File: config.mk
export PLATFORM = sky130hd
export DESIGN_NAME = dmx_exec
export DESIGN_NICKNAME = d
export VERILOG_FILES = /design/src/dmx_quarter.v /design/src/dmx_exec.v
export VERILOG_INCLUDE_DIRS = /design/src /design/src/src
export SDC_FILE = /design/constraint.sdc
export NUM_CORES = 1
export LEC_CHECK = 0
export BUFFER_PORTS_ARGS = -buffer_cell sky130_fd_sc_hd__buf_2
export CORE_MARGIN = 1
export CORE_UTILIZATION = 25
export CTS_CLUSTER_DIAMETER = 150
export DETAILED_ROUTE_END_ITERATION = 7
export PLACE_DENSITY = 0.42
export SYNTH_ARGS = -nofsm -noshare
export SYNTH_HDL_FRONTEND = slang
export SYNTH_SLANG_ARGS = --single-unit
File: constraint.sdc
create_clock -name i_ref_clk -period 6.7 [get_ports i_ref_clk]
set_input_delay 2.01 -clock i_ref_clk [delete_from_list [all_inputs] [get_ports i_ref_clk]]
set_output_delay 2.01 -clock i_ref_clk [all_outputs]
set_load 0.02 [all_outputs]
File: src/dmx_defines.vh
// Shared encodings and field positions for the data-move execution block
`ifndef DMX_DEFINES_VH
`define DMX_DEFINES_VH

// ****************************************
// Instruction fields
// ****************************************
`define DMX_NIB_HI          15
`define DMX_NIB_LO          12
`define DMX_BYTE_HI         15
`define DMX_BYTE_LO         8
`define DMX_ADDR_HI         11
`define DMX_LIT_HI          7
`define DMX_OP7_HI          15
`define DMX_OP7_LO          9
`define DMX_ABIT            8
`define DMX_BANK_HI         3

// ****************************************
// Opcodes
// ****************************************
`define DMX_OP_MOVE_FIRST   4'hc
`define DMX_OP_MOVE_SECOND  4'hf
`define DMX_OP_LOAD_BANK    8'h01
`define DMX_OP_LOAD_WORK    8'h0e
`define DMX_OP_STORE_WORK   7'h37

// ****************************************
// Quarter sequencing and reset values
// ****************************************
`define DMX_QCNT_W          2
`define DMX_Q1              2'h0
`define DMX_Q2              2'h1
`define DMX_Q3              2'h2
`define DMX_Q4              2'h3
`define DMX_BYTE_RST        8'h00
`define DMX_ADDR_RST        12'h000
`define DMX_WORK_ADDR       12'hff0
`define DMX_ACCESS_SPLIT    8'h80
`define DMX_ACCESS_HI_BANK  4'hf
`define DMX_ACCESS_LO_BANK  4'h0

`endif

File: src/dmx_quarter.v
// Quarter-cycle generator: four one-cycle phase enables per instruction cycle
`timescale 1ns/1ps
`default_nettype none
`include "dmx_defines.vh"

module dmx_quarter
(
    input  wire         i_ref_clk,
    input  wire         i_reset,
    output wire         o_q1,
    output wire         o_q2,
    output wire         o_q3,
    output wire         o_q4
);

    reg  [`DMX_QCNT_W-1:0] qcnt_r;

    always @(posedge i_ref_clk or posedge i_reset)
    begin
        if (i_reset)
            qcnt_r <= `DMX_Q1;
        else
            qcnt_r <= qcnt_r + {{(`DMX_QCNT_W-1){1'b0}}, 1'b1};
    end

    assign o_q1 = (qcnt_r == `DMX_Q1);
    assign o_q2 = (qcnt_r == `DMX_Q2);
    assign o_q3 = (qcnt_r == `DMX_Q3);
    assign o_q4 = (qcnt_r == `DMX_Q4);

endmodule

`default_nettype wire

File: src/dmx_exec.v
// Decode and execute logic for the four data-move instructions
`timescale 1ns/1ps
`default_nettype none
`include "dmx_defines.vh"

module dmx_exec
#(
    parameter [11:0] WORK_ADDR    = `DMX_WORK_ADDR,
    parameter [7:0]  ACCESS_SPLIT = `DMX_ACCESS_SPLIT
)
(
    input  wire         i_ref_clk,
    input  wire         i_reset,
    input  wire [15:0]  i_instr,
    input  wire         i_hold,
    input  wire [7:0]   i_mem_rdata,
    output wire         o_word_taken,
    output wire         o_done,
    output wire         o_not_handled,
    output reg  [11:0]  o_mem_addr,
    output reg          o_mem_rd,
    output reg          o_mem_wr,
    output reg  [7:0]   o_mem_wdata,
    output reg  [7:0]   o_working,
    output reg  [7:0]   o_bank_select
);

    // ****************************************
    // States, one per instruction cycle
    // ****************************************
    localparam [1:0] ST_FIRST = 2'b00;
    localparam [1:0] ST_MOVE2 = 2'b01;
    localparam [1:0] ST_MOVE3 = 2'b10;

    wire        q1;
    wire        q2;
    wire        q3;
    wire        q4;
    reg  [1:0]  state_r;
    reg  [1:0]  state_nxt;
    reg  [15:0] ir_r;
    reg  [11:0] src_r;
    reg  [11:0] dst_r;
    reg  [7:0]  data_r;

    dmx_quarter u_quarter
    (
        .i_ref_clk (i_ref_clk),
        .i_reset   (i_reset),
        .o_q1      (q1),
        .o_q2      (q2),
        .o_q3      (q3),
        .o_q4      (q4)
    );

    // ****************************************
    // Decode
    // ****************************************
    // Live word decodes in Q1, the held copy for the rest of the cycle
    wire [15:0] word     = q1 ? i_instr : ir_r;
    wire [7:0]  lit      = word[`DMX_LIT_HI:0];
    wire        in_first = (state_r == ST_FIRST);

    wire is_move1 = in_first
                    && (word[`DMX_NIB_HI:`DMX_NIB_LO] == `DMX_OP_MOVE_FIRST);
    wire is_stray = in_first
                    && (word[`DMX_NIB_HI:`DMX_NIB_LO] == `DMX_OP_MOVE_SECOND);
    wire is_lbank = in_first
                    && (word[`DMX_BYTE_HI:`DMX_BYTE_LO] == `DMX_OP_LOAD_BANK);
    wire is_lwork = in_first
                    && (word[`DMX_BYTE_HI:`DMX_BYTE_LO] == `DMX_OP_LOAD_WORK);
    wire is_store = in_first
                    && (word[`DMX_OP7_HI:`DMX_OP7_LO] == `DMX_OP_STORE_WORK);

    // Access bank: low half maps to the bottom page, high half to the top page
    wire [3:0] access_bank = (lit < ACCESS_SPLIT) ? `DMX_ACCESS_LO_BANK
                                                  : `DMX_ACCESS_HI_BANK;
    wire [3:0] bank        = word[`DMX_ABIT] ? o_bank_select[`DMX_BANK_HI:0]
                                             : access_bank;
    wire [11:0] file_addr  = {bank, lit};

    // Move-final is the cycle whose Q4 carries the destination write
    // Hold is read in Q3 and again in Q4, so it must stand across both
    wire move_final = ((state_r == ST_MOVE2) && !i_hold) || (state_r == ST_MOVE3);
    // Protected destinations are not filtered; keeping them out is up to software

    // ****************************************
    // Cycle sequencing
    // ****************************************
    always @*
    begin
        state_nxt = state_r;
        case (state_r)
            ST_FIRST:
                if (is_move1)
                    state_nxt = ST_MOVE2;
            ST_MOVE2:
                // A hold stretches the move to a third cycle
                state_nxt = i_hold ? ST_MOVE3 : ST_FIRST;
            ST_MOVE3:
                state_nxt = ST_FIRST;
            default:
                state_nxt = ST_FIRST;
        endcase
    end

    always @(posedge i_ref_clk or posedge i_reset)
    begin
        if (i_reset)
        begin
            state_r <= ST_FIRST;
            ir_r    <= {2{`DMX_BYTE_RST}};
            src_r   <= `DMX_ADDR_RST;
            dst_r   <= `DMX_ADDR_RST;
        end
        else
        begin
            if (q1)
                ir_r <= i_instr;
            if (q1 && is_move1)
                src_r <= i_instr[`DMX_ADDR_HI:0];
            // Second word supplies the full destination, bank ignored
            if (q1 && (state_r == ST_MOVE2))
                dst_r <= i_instr[`DMX_ADDR_HI:0];
            if (q4)
                state_r <= state_nxt;
        end
    end

    // ****************************************
    // Data path and memory strobes
    // ****************************************
    // Strobes are set one phase early so they stand through the named quarter
    always @(posedge i_ref_clk or posedge i_reset)
    begin
        if (i_reset)
        begin
            o_mem_addr    <= `DMX_ADDR_RST;
            o_mem_rd      <= 1'b0;
            o_mem_wr      <= 1'b0;
            o_mem_wdata   <= `DMX_BYTE_RST;
            data_r        <= `DMX_BYTE_RST;
        end
        else
        begin
            o_mem_rd <= 1'b0;
            o_mem_wr <= 1'b0;
            // Source read stands in Q2 of the first cycle
            if (q1 && is_move1 && (i_instr[`DMX_ADDR_HI:0] != WORK_ADDR))
            begin
                o_mem_addr <= i_instr[`DMX_ADDR_HI:0];
                o_mem_rd   <= 1'b1;
            end
            // Working register is mapped, so it is served internally
            if (q2 && (state_r == ST_FIRST) && is_move1)
                data_r <= (src_r == WORK_ADDR) ? o_working : i_mem_rdata;
            if (q3 && move_final && (dst_r != WORK_ADDR))
            begin
                o_mem_addr  <= dst_r;
                o_mem_wdata <= data_r;
                o_mem_wr    <= 1'b1;
            end
            if (q3 && is_store && (file_addr != WORK_ADDR))
            begin
                o_mem_addr  <= file_addr;
                o_mem_wdata <= o_working;
                o_mem_wr    <= 1'b1;
            end
        end
    end

    // ****************************************
    // Core registers
    // ****************************************
    // One writer per register, so a move into W and a literal load never race
    always @(posedge i_ref_clk or posedge i_reset)
    begin
        if (i_reset)
        begin
            o_working     <= `DMX_BYTE_RST;
            o_bank_select <= `DMX_BYTE_RST;
        end
        else
        begin
            if (q4 && move_final && (dst_r == WORK_ADDR))
                o_working <= data_r;
            else if (q4 && is_lwork)
                o_working <= lit;
            if (q4 && is_lbank)
                o_bank_select <= lit;
        end
    end

    // ****************************************
    // Instruction handshake
    // ****************************************
    // No flag outputs exist: none of these instructions touch status
    // Done marks the Q4 of an instruction's final cycle
    assign o_word_taken  = q1;
    assign o_done        = q4 && (state_nxt == ST_FIRST);
    assign o_not_handled = q1 && in_first && !(is_move1 || is_stray || is_lbank
                                               || is_lwork || is_store);

endmodule

`default_nettype wire

==> out/metrics.yaml, run 1 <==
slew_headroom_pct: 40.68
clk_pin_slew_ns: 0.07
grt_pass1_vias: 3183
cp-endpoint: "o_not_handled"
holdCritPathClass: "flip-flop to flip-flop"
clock_latency_ns: 0.35
rr_startpoint: "u_quarter.qcnt_r[0]"
routed_wl_um: 11620
drc: 0
cp_data_arrival_time_ns: 3.22
wl_per_cell_um: 18.38
place_ws_ns: 1.491
postCtsSetupBuffers: 0
antenna_found_initial: 0
ys_seq_area_share_pct: 53.81
diodes: 0
synth_fp_nets: 374
io_buffer_count: 67
start_util_pct: 25.97
firstDrtPassIters: 4
drv_cap: 0
start_kind: "input port"
finalHoldViolations: 0
period_share_pct: 78.02
boundaryPins: 68
finalCriticalPeriod_ns: 5.227
cp-startpoint: "i_instr[8]"
cts_tree: "built"
maxSlewViolCount: 0
p_leak_nw: 2.346
layout.cells.most_common: "dfrtp_1"
end_kind: "output pin"
syn-cell-area_um2: 4185
syn_to_final_growth_pct: 21.29
htree_levels: 3
cts_root_buf: "clkbuf_16"
reg2reg_to: "o_mem_addr[10]"
ant_nets: 0
peakVddDrop_mv: 0.1077
cts-resized-gates: 0
setup-violations-final: 0
tns_ns: 0
path_max_fanout: 7
outcome: "complete, no violations"
final_layout_size_suffix_gt1_share_pct: 38.46
core_um2: 16120
die_area_um2: 17260
worst_pin_slew_ns: 0.8878
place.gp.congestion: 0.7914
rsz0062_at_grt: "no"
final.fill_count: 1652
postSynthAreaPerCell_um2: 12.20
fmax_mhz: 191.3
ff2ff_setup_slack_ns: 2.93
finish.utilization_pct: 31.50
cts_sinks: 90
cts_max_path_buffers: 2
ys_ff_latch: 90
cellPowerDensity_nw_per_um2: 267.2
synth_cell_types: 49
die_w_um: 131.4
critPathRequiredTime_ns: 4.69
grt_util_all_layers_pct: 14.36
timing.final.ws_setup_ns: 1.473
dp_hpwl_um: 8103
grt-ovfl-total: 0
grt_pass1_wl_um: 18840
cts_made_buffers: 9
num_vias: 2981
synthCells: 343
die_height_um: 131.4
ctsHoldBuffers: 0
skew_ns: 0.01120
r2r_cells: 9
power_w: 0.001356
grt_max_degree: 48
path_class: "input port to output pin"
drt-initial-drc-count: 132
layout.nets: 442
final_cell_mix: "dfrtp_1, buf_2, mux2_2"
hold_slack_ns: 0.4715
rows: 46
via_per_inst: 4.717
synth_warnings: 0
-- through the flow --
stage / std cells / instance area [um2]
2_1_floorplan: 343 / 4185
3_3_place_gp: 616 / 4747
3_5_place_dp: 616 / 4747
4_1_cts: 632 / 5076
5_1_grt: 632 / 5076
6_report: 632 / 5076
-- cells by family after synthesis --
| family | share of synthesized area [%] |
|---|---|
| buffers and inverters | 2.332 |
| AND/OR/NAND/NOR | 11.75 |
| flip-flops | 53.81 |
| AO/OA/AOI/OAI | 11.63 |
| XOR/XNOR | 0.2093 |
| multiplexers | 19.07 |
| adder cells (fa/ha/maj) | 1.196 |
-- sequential cells by signal, indices dropped and copies added, names as in the netlist, 2 cells and up --
name and cells:
state_r 2, ir_r 16, o_bank_select 8, o_mem_addr 12, data_r 8, u_quarter.qcnt_r 2
dst_r 12, o_working 8, src_r 12, o_mem_wdata 8
-- worst min path at each step --
stage | endpoint | startpoint | depth (start not counted)
floorplan | u_quarter.qcnt_r[0] | u_quarter.qcnt_r[0] | 1
global placement | o_mem_wdata[2] | o_mem_wdata[2] | 1
detailed placement | o_mem_wdata[7] | o_mem_wdata[7] | 1
CTS | o_mem_wdata[7] | o_mem_wdata[7] | 1
global route | o_mem_wdata[5] | o_mem_wdata[5] | 1
finish | o_mem_wdata[7] | o_mem_wdata[7] | 1
-- cell usage after synthesis, drive strengths merged --
master    n  area [um2]
dfrtp    90        2252
mux2     62       698.2
nand2    32       120.1
nor2     21       83.83
o21ai    11       55.05
mux2i    10       100.1
a21o      9       67.56
a22o      9       81.33
buf       9       60.06
o22ai     9       62.56
inv       7       26.28
o31ai     7       52.55
a21oi     6       30.03
a221oi    5       43.79
nand4     5       31.28
nor3      5       36.29
ha        4       50.05
nand3     4       20.02
o2bb2ai   4       35.03
clkbuf    3       11.26
nand2b    3       18.77
nor4      3       33.78
nand3b    2       18.77
nand4b    2       17.52
nor2b     2       12.51
nor4b     2       17.52
nor4bb    2       20.02
o211ai    2       15.01
or3       2       17.52
or4b      2       20.02
a21boi    1       7.510
a221o     1       10.01
a41oi     1       8.760
and3b     1       8.760
nor3b     1       7.510
o2111ai   1       8.760
o41ai     1       8.760
or4       1       7.510
xnor2     1       8.760
-- area by class of cell --
| type | instances | area (um2) | share of cell area (%) |
|---|---|---|---|
| clock buffers | 10 | 239.0 | 4.708 |
| flip-flops and latches | 90 | 2252 | 44.37 |
| multi-input cells | 234 | 1847 | 36.38 |
| clock inverters | 6 | 90.09 | 1.775 |
| repair buffers | 69 | 350.3 | 6.902 |
| well taps | 216 | 270.3 | 5.324 |
| inverters | 7 | 27.53 | 0.5423 |
-- where the power goes --
part	switching (W)	internal, W	leakage [nW]
Sequential	0.0000416	0.000601	1.13
Combinational	0.0000907	0.0000674	1.05
Clock	0.000219	0.000338	0.159
Total	0.000351	0.00101	2.35
-- per-layer routing --
layer / up-vias / routed length (um) / global-route usage, %
met1: 1482 / 5688 / 19.70
met5: - / 0 / 0
met4: 0 / 291 / 5.556
li1: 1411 / - / -
met3: 18 / 441 / 3.125
met2: 70 / 5197 / 21.96
-- critical path: stages --
cell,delay [ns]
buf_2,0.15
mux2i_1,0.41
or3_1,0.22
nand2_1,0.09
a21oi_1,0.16
buf_2,0.18
Power figures use the tool's default switching activity.
==> inputs of run 2 (changes only) <==
==> constraint.sdc (replaced) <==
create_clock -name i_ref_clk -period 4.94 [get_ports i_ref_clk]
set_input_delay 1.482 -clock i_ref_clk [delete_from_list [all_inputs] [get_ports i_ref_clk]]
set_output_delay 1.482 -clock i_ref_clk [all_outputs]
set_load 0.02 [all_outputs]
==> out/metrics.yaml, run 2 (same netlist as run 1, synthesis figures left out) <==
outcome: "complete, no violations"
cts_max_path_buffers: 2  # unchanged
crit_family: "simple AND/OR/NAND/NOR gates"
num_vias: 3027  # +1.5%
cp-startpoint: "i_instr[9]"
cp_data_arrival_time_ns: 2.61  # -0.61 ns
die_area_um2: 17260  # unchanged
wl_per_cell_um: 18.26  # -0.70%
dp_hpwl_um: 8358  # +3.1%
cp_num_buf_inv: 2  # unchanged
cts_sinks: 90  # unchanged
grt_pass1_wl_um: 19200  # +1.9%
critPathRequiredTime_ns: 3.46  # -1.23 ns
firstDrtPassIters: 4  # unchanged
regArea_um2: 2252  # unchanged
finalCriticalPeriod_ns: 4.091
final_cell_mix: "dfrtp_1, buf_2, mux2_2"
r2r_cells: 10  # +1
via_per_inst: 4.745  # +0.59%
cts_tree: "built"
multiInputGateArea_um2: 1839  # -0.41%
setup-violations-final: 0  # unchanged
layout.cells.most_common: "dfrtp_1"
antenna_found_initial: 0  # unchanged
grt_util_all_layers_pct: 14.50  # +0.14 points
tns_ns: 0  # unchanged
path_depth: 6  # unchanged
routed_wl_um: 11650  # +0.24%
boundaryPins: 68  # unchanged
reg2reg_to: "o_mem_wdata[4]"
grt-ovfl-total: 0  # unchanged
layout.nets: 448  # +1.4%
place.gp.congestion: 0.7443  # -6.0%
holdCritPathClass: "flip-flop to flip-flop"
final.fill_count: 1691  # +2.4%
start_util_pct: 25.97  # unchanged
cp_slowest_cell: "or3_1"
drc: 0  # unchanged
grt_max_degree: 41  # -15%
rsz0062_at_grt: "no"
clock_latency_ns: 0.35  # about the same
core_um2: 16120  # unchanged
slew_headroom_pct: 48.68  # +8.0 points
start_kind: "input port"
drt-initial-drc-count: 148  # +12%
clk_pin_slew_ns: 0.06  # about the same
grt_pass1_vias: 3268  # +2.7%
cp-endpoint: "o_not_handled"
period_share_pct: 82.82
cellPowerDensity_nw_per_um2: 368.4  # +38%
postCtsSetupBuffers: 0  # unchanged
ff2ff_setup_slack_ns: 1.53  # -1.40 ns
cts_made_buffers: 9  # unchanged
syn_to_final_growth_pct: 22.51
finish.utilization_pct: 31.82  # +0.32 points
p_leak_nw: 2.375  # +1.2%
skew_ns: 0.009786  # -0.001413 ns
worst_pin_slew_ns: 0.7641  # -0.1237 ns
finalHoldViolations: 0  # unchanged
cp_common_cell: "buf_2"
cts-resized-gates: 0  # unchanged
diodes: 0  # unchanged
drv_cap: 0  # unchanged
critPathMaxStageDelay_ns: 0.39  # -0.02 ns
peakVddDrop_mv: 0.1600  # +49%
end_kind: "output pin"
cts_root_buf: "clkbuf_16"
rows: 46  # unchanged
ant_nets: 0  # unchanged
die_w_um: 131.4  # unchanged
rr_startpoint: "u_quarter.qcnt_r[0]"
fmax_mhz: 244.4
regMostFlops: "ir_r"
die_height_um: 131.4  # unchanged
htree_levels: 3  # unchanged
path_max_fanout: 5  # -2
maxSlewViolCount: 0  # unchanged
io_buffer_count: 67  # unchanged
final_layout_size_suffix_gt1_share_pct: 39.10  # +0.64 points
ctsHoldBuffers: 0  # unchanged
path_class: "input port to output pin"
path_cells: "buf_2 > mux2_2 > or3_1 > nand2_1 > a21oi_1 > buf_2"
largest_reg_flops: 16  # unchanged
## run 2: power by group
part / switching [W] / internal [W]
logic: 0.000123 / 0.0000924
clock network: 0.000306 / 0.000497
registers: 0.0000566 / 0.000814
total: 0.000486 / 0.00140
## run 2: how the worst min path moves through the flow
| stage | from | end | slack [ns] | cells past startpoint |
|---|---|---|---|---|
| floorplan | u_quarter.qcnt_r[0] | u_quarter.qcnt_r[0] | 0.46 | 1 |
| global route | o_mem_wdata[4] | o_mem_wdata[4] | 0.50 | 1 |
| detailed placement | o_mem_wdata[0] | o_mem_wdata[0] | 0.46 | 1 |
| CTS | o_mem_wdata[6] | o_mem_wdata[6] | 0.48 | 1 |
| finish | o_mem_wdata[5] | o_mem_wdata[5] | 0.48 | 1 |
| global placement | o_mem_wdata[1] | o_mem_wdata[1] | 0.46 | 1 |
## run 2: layout make-up
type	instances	share of cell area [%]
clock buffers	10	4.466
inverters	7	0.5368
multi-input cells	234	35.87
repair buffers	75	7.711
clock inverters	6	2.221
flip-flops and latches	90	43.92
well taps	216	5.271
## run 2: metrics by stage
stage	std cells	setup WS, ns	power [W]	hold slack [ns]	area, um2
2_1_floorplan	343	1.080	0.001006	0.4648	4185
3_3_place_gp	622	0.8495	0.001101	0.4582	4785
3_5_place_dp	622	0.8457	0.001105	0.4608	4785
4_1_cts	638	0.8426	0.001918	0.4798	5127
5_1_grt	638	0.7769	0.001980	0.4998	5127
6_report	638	0.8488	0.001889	0.4765	5127
## run 2: layer usage
layer  part of all wire, %  up-vias  routed length [um]  track usage, %
met2                    47       56                5495           22.70
met4                   1.2        0                 138           4.264
met1                    48     1536                5582           19.66
met5                     0        -                   0               0
met3                   3.7       11                 431           3.627
li1                      -     1424                   -               -
==> inputs of run 3 (changes only) <==
--- a/config.mk
+++ b/config.mk
@@ -6,12 +6,13 @@
 export SDC_FILE = /design/constraint.sdc
 export NUM_CORES = 1
 export LEC_CHECK = 0
+export ABC_AREA = 1
 export BUFFER_PORTS_ARGS = -buffer_cell sky130_fd_sc_hd__buf_2
 export CORE_MARGIN = 1
 export CORE_UTILIZATION = 25
 export CTS_CLUSTER_DIAMETER = 150
 export DETAILED_ROUTE_END_ITERATION = 7
-export PLACE_DENSITY = 0.42
+export PLACE_DENSITY = 0.41
 export SYNTH_ARGS = -nofsm -noshare
 export SYNTH_HDL_FRONTEND = slang
 export SYNTH_SLANG_ARGS = --single-unit
==> constraint.sdc (replaced) <==
create_clock -name i_ref_clk -period 4.2 [get_ports i_ref_clk]
set_input_delay 1.26 -clock i_ref_clk [delete_from_list [all_inputs] [get_ports i_ref_clk]]
set_output_delay 1.26 -clock i_ref_clk [all_outputs]
set_load 0.02 [all_outputs]
==> out/metrics.yaml, run 3 <==
largest_reg_flops: 16  # unchanged
clock_power_share_pct: 37.5  # -5.0 points
grtUsageMet1_pct: 20.16  # +0.50 points
holdCritPathClass: "flip-flop to flip-flop"
synth_edf_count: 0  # unchanged
cts-resized-gates: 0  # unchanged
grt_pass1_wl_um: 20220  # +5.3%
place.gp.congestion: 0.8102  # +8.9%
core_um2: 17420  # +8.1%
setup-violations-final: 0  # unchanged
path_max_fanout: 5  # unchanged
power_w: 0.002096  # +11%
seqPwrFrac_pct: 48.7  # +2.6 points
dp_hpwl_um: 9717  # +16%
die_w_um: 136.2  # +3.7%
cp_slowest_cell: "nand2_1"
cts_tree: "built"
critPathRequiredTime_ns: 2.94  # -0.52 ns
synth_fp_nets: 589  # +57%
hold_slack_ns: 0.4856  # +0.009132 ns
cts_made_buffers: 9  # unchanged
ctsHoldBuffers: 0  # unchanged
syn_to_final_growth_pct: 18.51
netlist_top_cells_count: "nand2_1, dfrtp_1, nand3_1, inv_1, o21ai_0"
path_class: "input port to output pin"
p_sw_w: 0.0005815  # +20%
syn-cell-area_um2: 4502  # +7.6%
io_buffer_count: 67  # unchanged
die_height_um: 136.2  # +3.7%
switching_share_pct: 27.74  # +2.0 points
yosysMostFrequentCell: "nand2_1"
synthCells: 558  # +63%
end_kind: "output pin"
postCtsSetupBuffers: 0  # unchanged
tns_ns: 0  # unchanged
clock_latency_ns: 0.35  # about the same
finalHoldViolations: 0  # unchanged
num_vias: 3813  # +26%
maxSlewViolCount: 0  # unchanged
slew_headroom_pct: 45.75  # -2.9 points
synthTopCellsByArea: "dfrtp_1, nand2_1, nand3_1"
drc: 0  # unchanged
rsz0062_at_grt: "no"
cellPowerDensity_nw_per_um2: 392.8  # +6.6%
start_kind: "input port"
grt.busiest_layer: "met2"
boundaryPins: 68  # unchanged
async_flop_share_pct: 100.0  # unchanged
ys_ff_latch: 90  # unchanged
grt_pass1_vias: 3562  # +9.0%
timing.final.ws_setup_ns: 0.5399  # -0.3090 ns
period_share_pct: 87.15
worst_pin_slew_ns: 0.8115  # +0.04736 ns
postSynthAreaPerCell_um2: 8.068  # -34%
grt_util_all_layers_pct: 14.73  # +0.23 points
peakVddDrop_mv: 0.1842  # +15%
antenna_found_initial: 0  # unchanged
clk_pin_slew_ns: 0.06  # about the same
drt-initial-drc-count: 218  # +47%
multiInputGateArea_um2: 1932  # +5.0%
place_ws_ns: 0.5310  # -0.3147 ns
cts_root_buf: "clkbuf_16"
start_util_pct: 25.85  # -0.12 points
finalCriticalPeriod_ns: 3.660
layout.nets: 651  # +45%
final.fill_count: 1906  # +13%
regMostFlops: "ir_r"
grt_use_met3_pct: 2.312  # -1.3 points
cts_max_path_buffers: 2  # unchanged
diodes: 0  # unchanged
synth_ff_type: "dfrtp_1"
cts_sinks: 90  # unchanged
ant_nets: 0  # unchanged
drv_cap: 0  # unchanged
cp_common_cell: "nand2_1"
firstDrtPassIters: 5  # +1
p_leak_nw: 2.772  # +17%
synth_warnings: 0  # unchanged
die_area_um2: 18550  # +7.4%
combPwrFrac_pct: 13.7  # +2.3 points
grt-ovfl-total: 0  # unchanged
via_per_inst: 4.486  # -5.5%
yosysTopAreaCellShare_pct: 50.03  # -3.8 points
fmax_mhz: 273.2
final_cell_mix: "nand2_1, dfrtp_1, nand3_1"
final_layout_size_suffix_gt1_share_pct: 20.80  # -18 points
path_cells: "buf_2 > inv_1 > nand2_1 > nand2_1 > inv_2 > nand2_1 > nor4_4 > o21a_1 > nor2_1 > buf_2"
rows: 48  # +4.3%
regArea_um2: 2252  # unchanged
htree_levels: 3  # unchanged
wl_per_cell_um: 15.25  # -16%
cp_data_arrival_time_ns: 2.40  # -0.21 ns
layout.cells.most_common: "nand2_1"
routed_wl_um: 12970  # +11%
p_int_w: 0.001514  # +7.9%
critPathMaxStageDelay_ns: 0.17  # -0.22 ns
synth_top_area_cell: "dfrtp_1"
skew_ns: 0.005858  # -0.003928 ns
synth_cell_types: 27  # -45%
grt_max_degree: 51  # +24%
ys_seq_area_share_pct: 50.03  # -3.8 points
use_met2_pct: 23.04  # +0.35 points
outcome: "complete, no violations"
==> run 3: changes by cell type in the layout (fill, tap and decap cells not counted), sizes merged, moves of 10 or more <==
cell   before  now
mux2i      10    0
inv         7   48
o21ai      11   49
nor2       21   31
nand3       4   90
nand2      32  184
mux2       62    0
==> run 3: worst paths after layout <==
check                                    startpoint            end  slack (ns)  depth (start not counted)
min in group asynchronous                   i_reset      data_r[4]        1.03                          2
worst min register to register             src_r[5]       src_r[5]        0.49                          2
worst max-delay path                     i_instr[8]  o_not_handled        0.54                         10
max in group asynchronous                   i_reset  o_mem_addr[6]        2.44                          3
worst max register to register  u_quarter.qcnt_r[0]  o_mem_addr[8]        1.56                         13
worst min-delay path                       src_r[5]       src_r[5]        0.49                          2
==> run 3: per-layer routing <==
| layer | vias up | routed length [um] |
|---|---|---|
| met1 | 1760 | 6378 |
| met2 | 99 | 5783 |
| met3 | 14 | 574 |
| li1 | 1940 | - |
| met4 | 0 | 230 |
| met5 | - | 0 |
==> run 3: power groups by stage <==
| stage | sequential (W) | combinational, W | clock, W |
|---|---|---|---|
| 6_report | 0.00102 | 0.000288 | 0.000787 |
| 5_1_grt | 0.00103 | 0.000327 | 0.000840 |
| 4_1_cts | 0.00102 | 0.000292 | 0.000814 |
| 3_5_place_dp | 0.00104 | 0.000291 | 0 |
| 3_3_place_gp | 0.00104 | 0.000288 | 0 |
| 2_1_floorplan | 0.00107 | 0.000145 | 0 |
==> run 3: cells by family after synthesis <==
logic type / count (synthesis) / share of synthesized area [%]
AND/OR/NAND/NOR: 331 / 34.66
flip-flops: 90 / 50.03
buffers and inverters: 72 / 7.059
AO/OA/AOI/OAI: 61 / 7.143
adder cells (fa/ha/maj): 4 / 1.112
==> run 3: metrics by stage <==
step,utilization (%),instances,instance area (um2)
after floorplan,-,558,4502
after global placement,29.00,834,5051
after detailed placement,29.00,834,5051
after CTS,30.63,850,5335
after global routing,30.63,850,5335
final,30.63,850,5335
==> run 3: area by class of cell <==
cell class,count,area share [%]
Clock buffer,14,5.136
Clock inverter,2,0.1876
Inverter,49,3.471
Multi-Input combinational cell,396,36.21
Sequential cell,90,42.21
Tap cell,225,5.277
Timing Repair Buffer,74,7.505
==> run 3: critical path: cells and delay by family <==
| kind | cells | cell delay, ns |
|---|---|---|
| buffers and inverters | 4 | 0.46 |
| AOI/OAI and AO/OA | 1 | 0.17 |
| and+or+nand+nor | 5 | 0.52 |
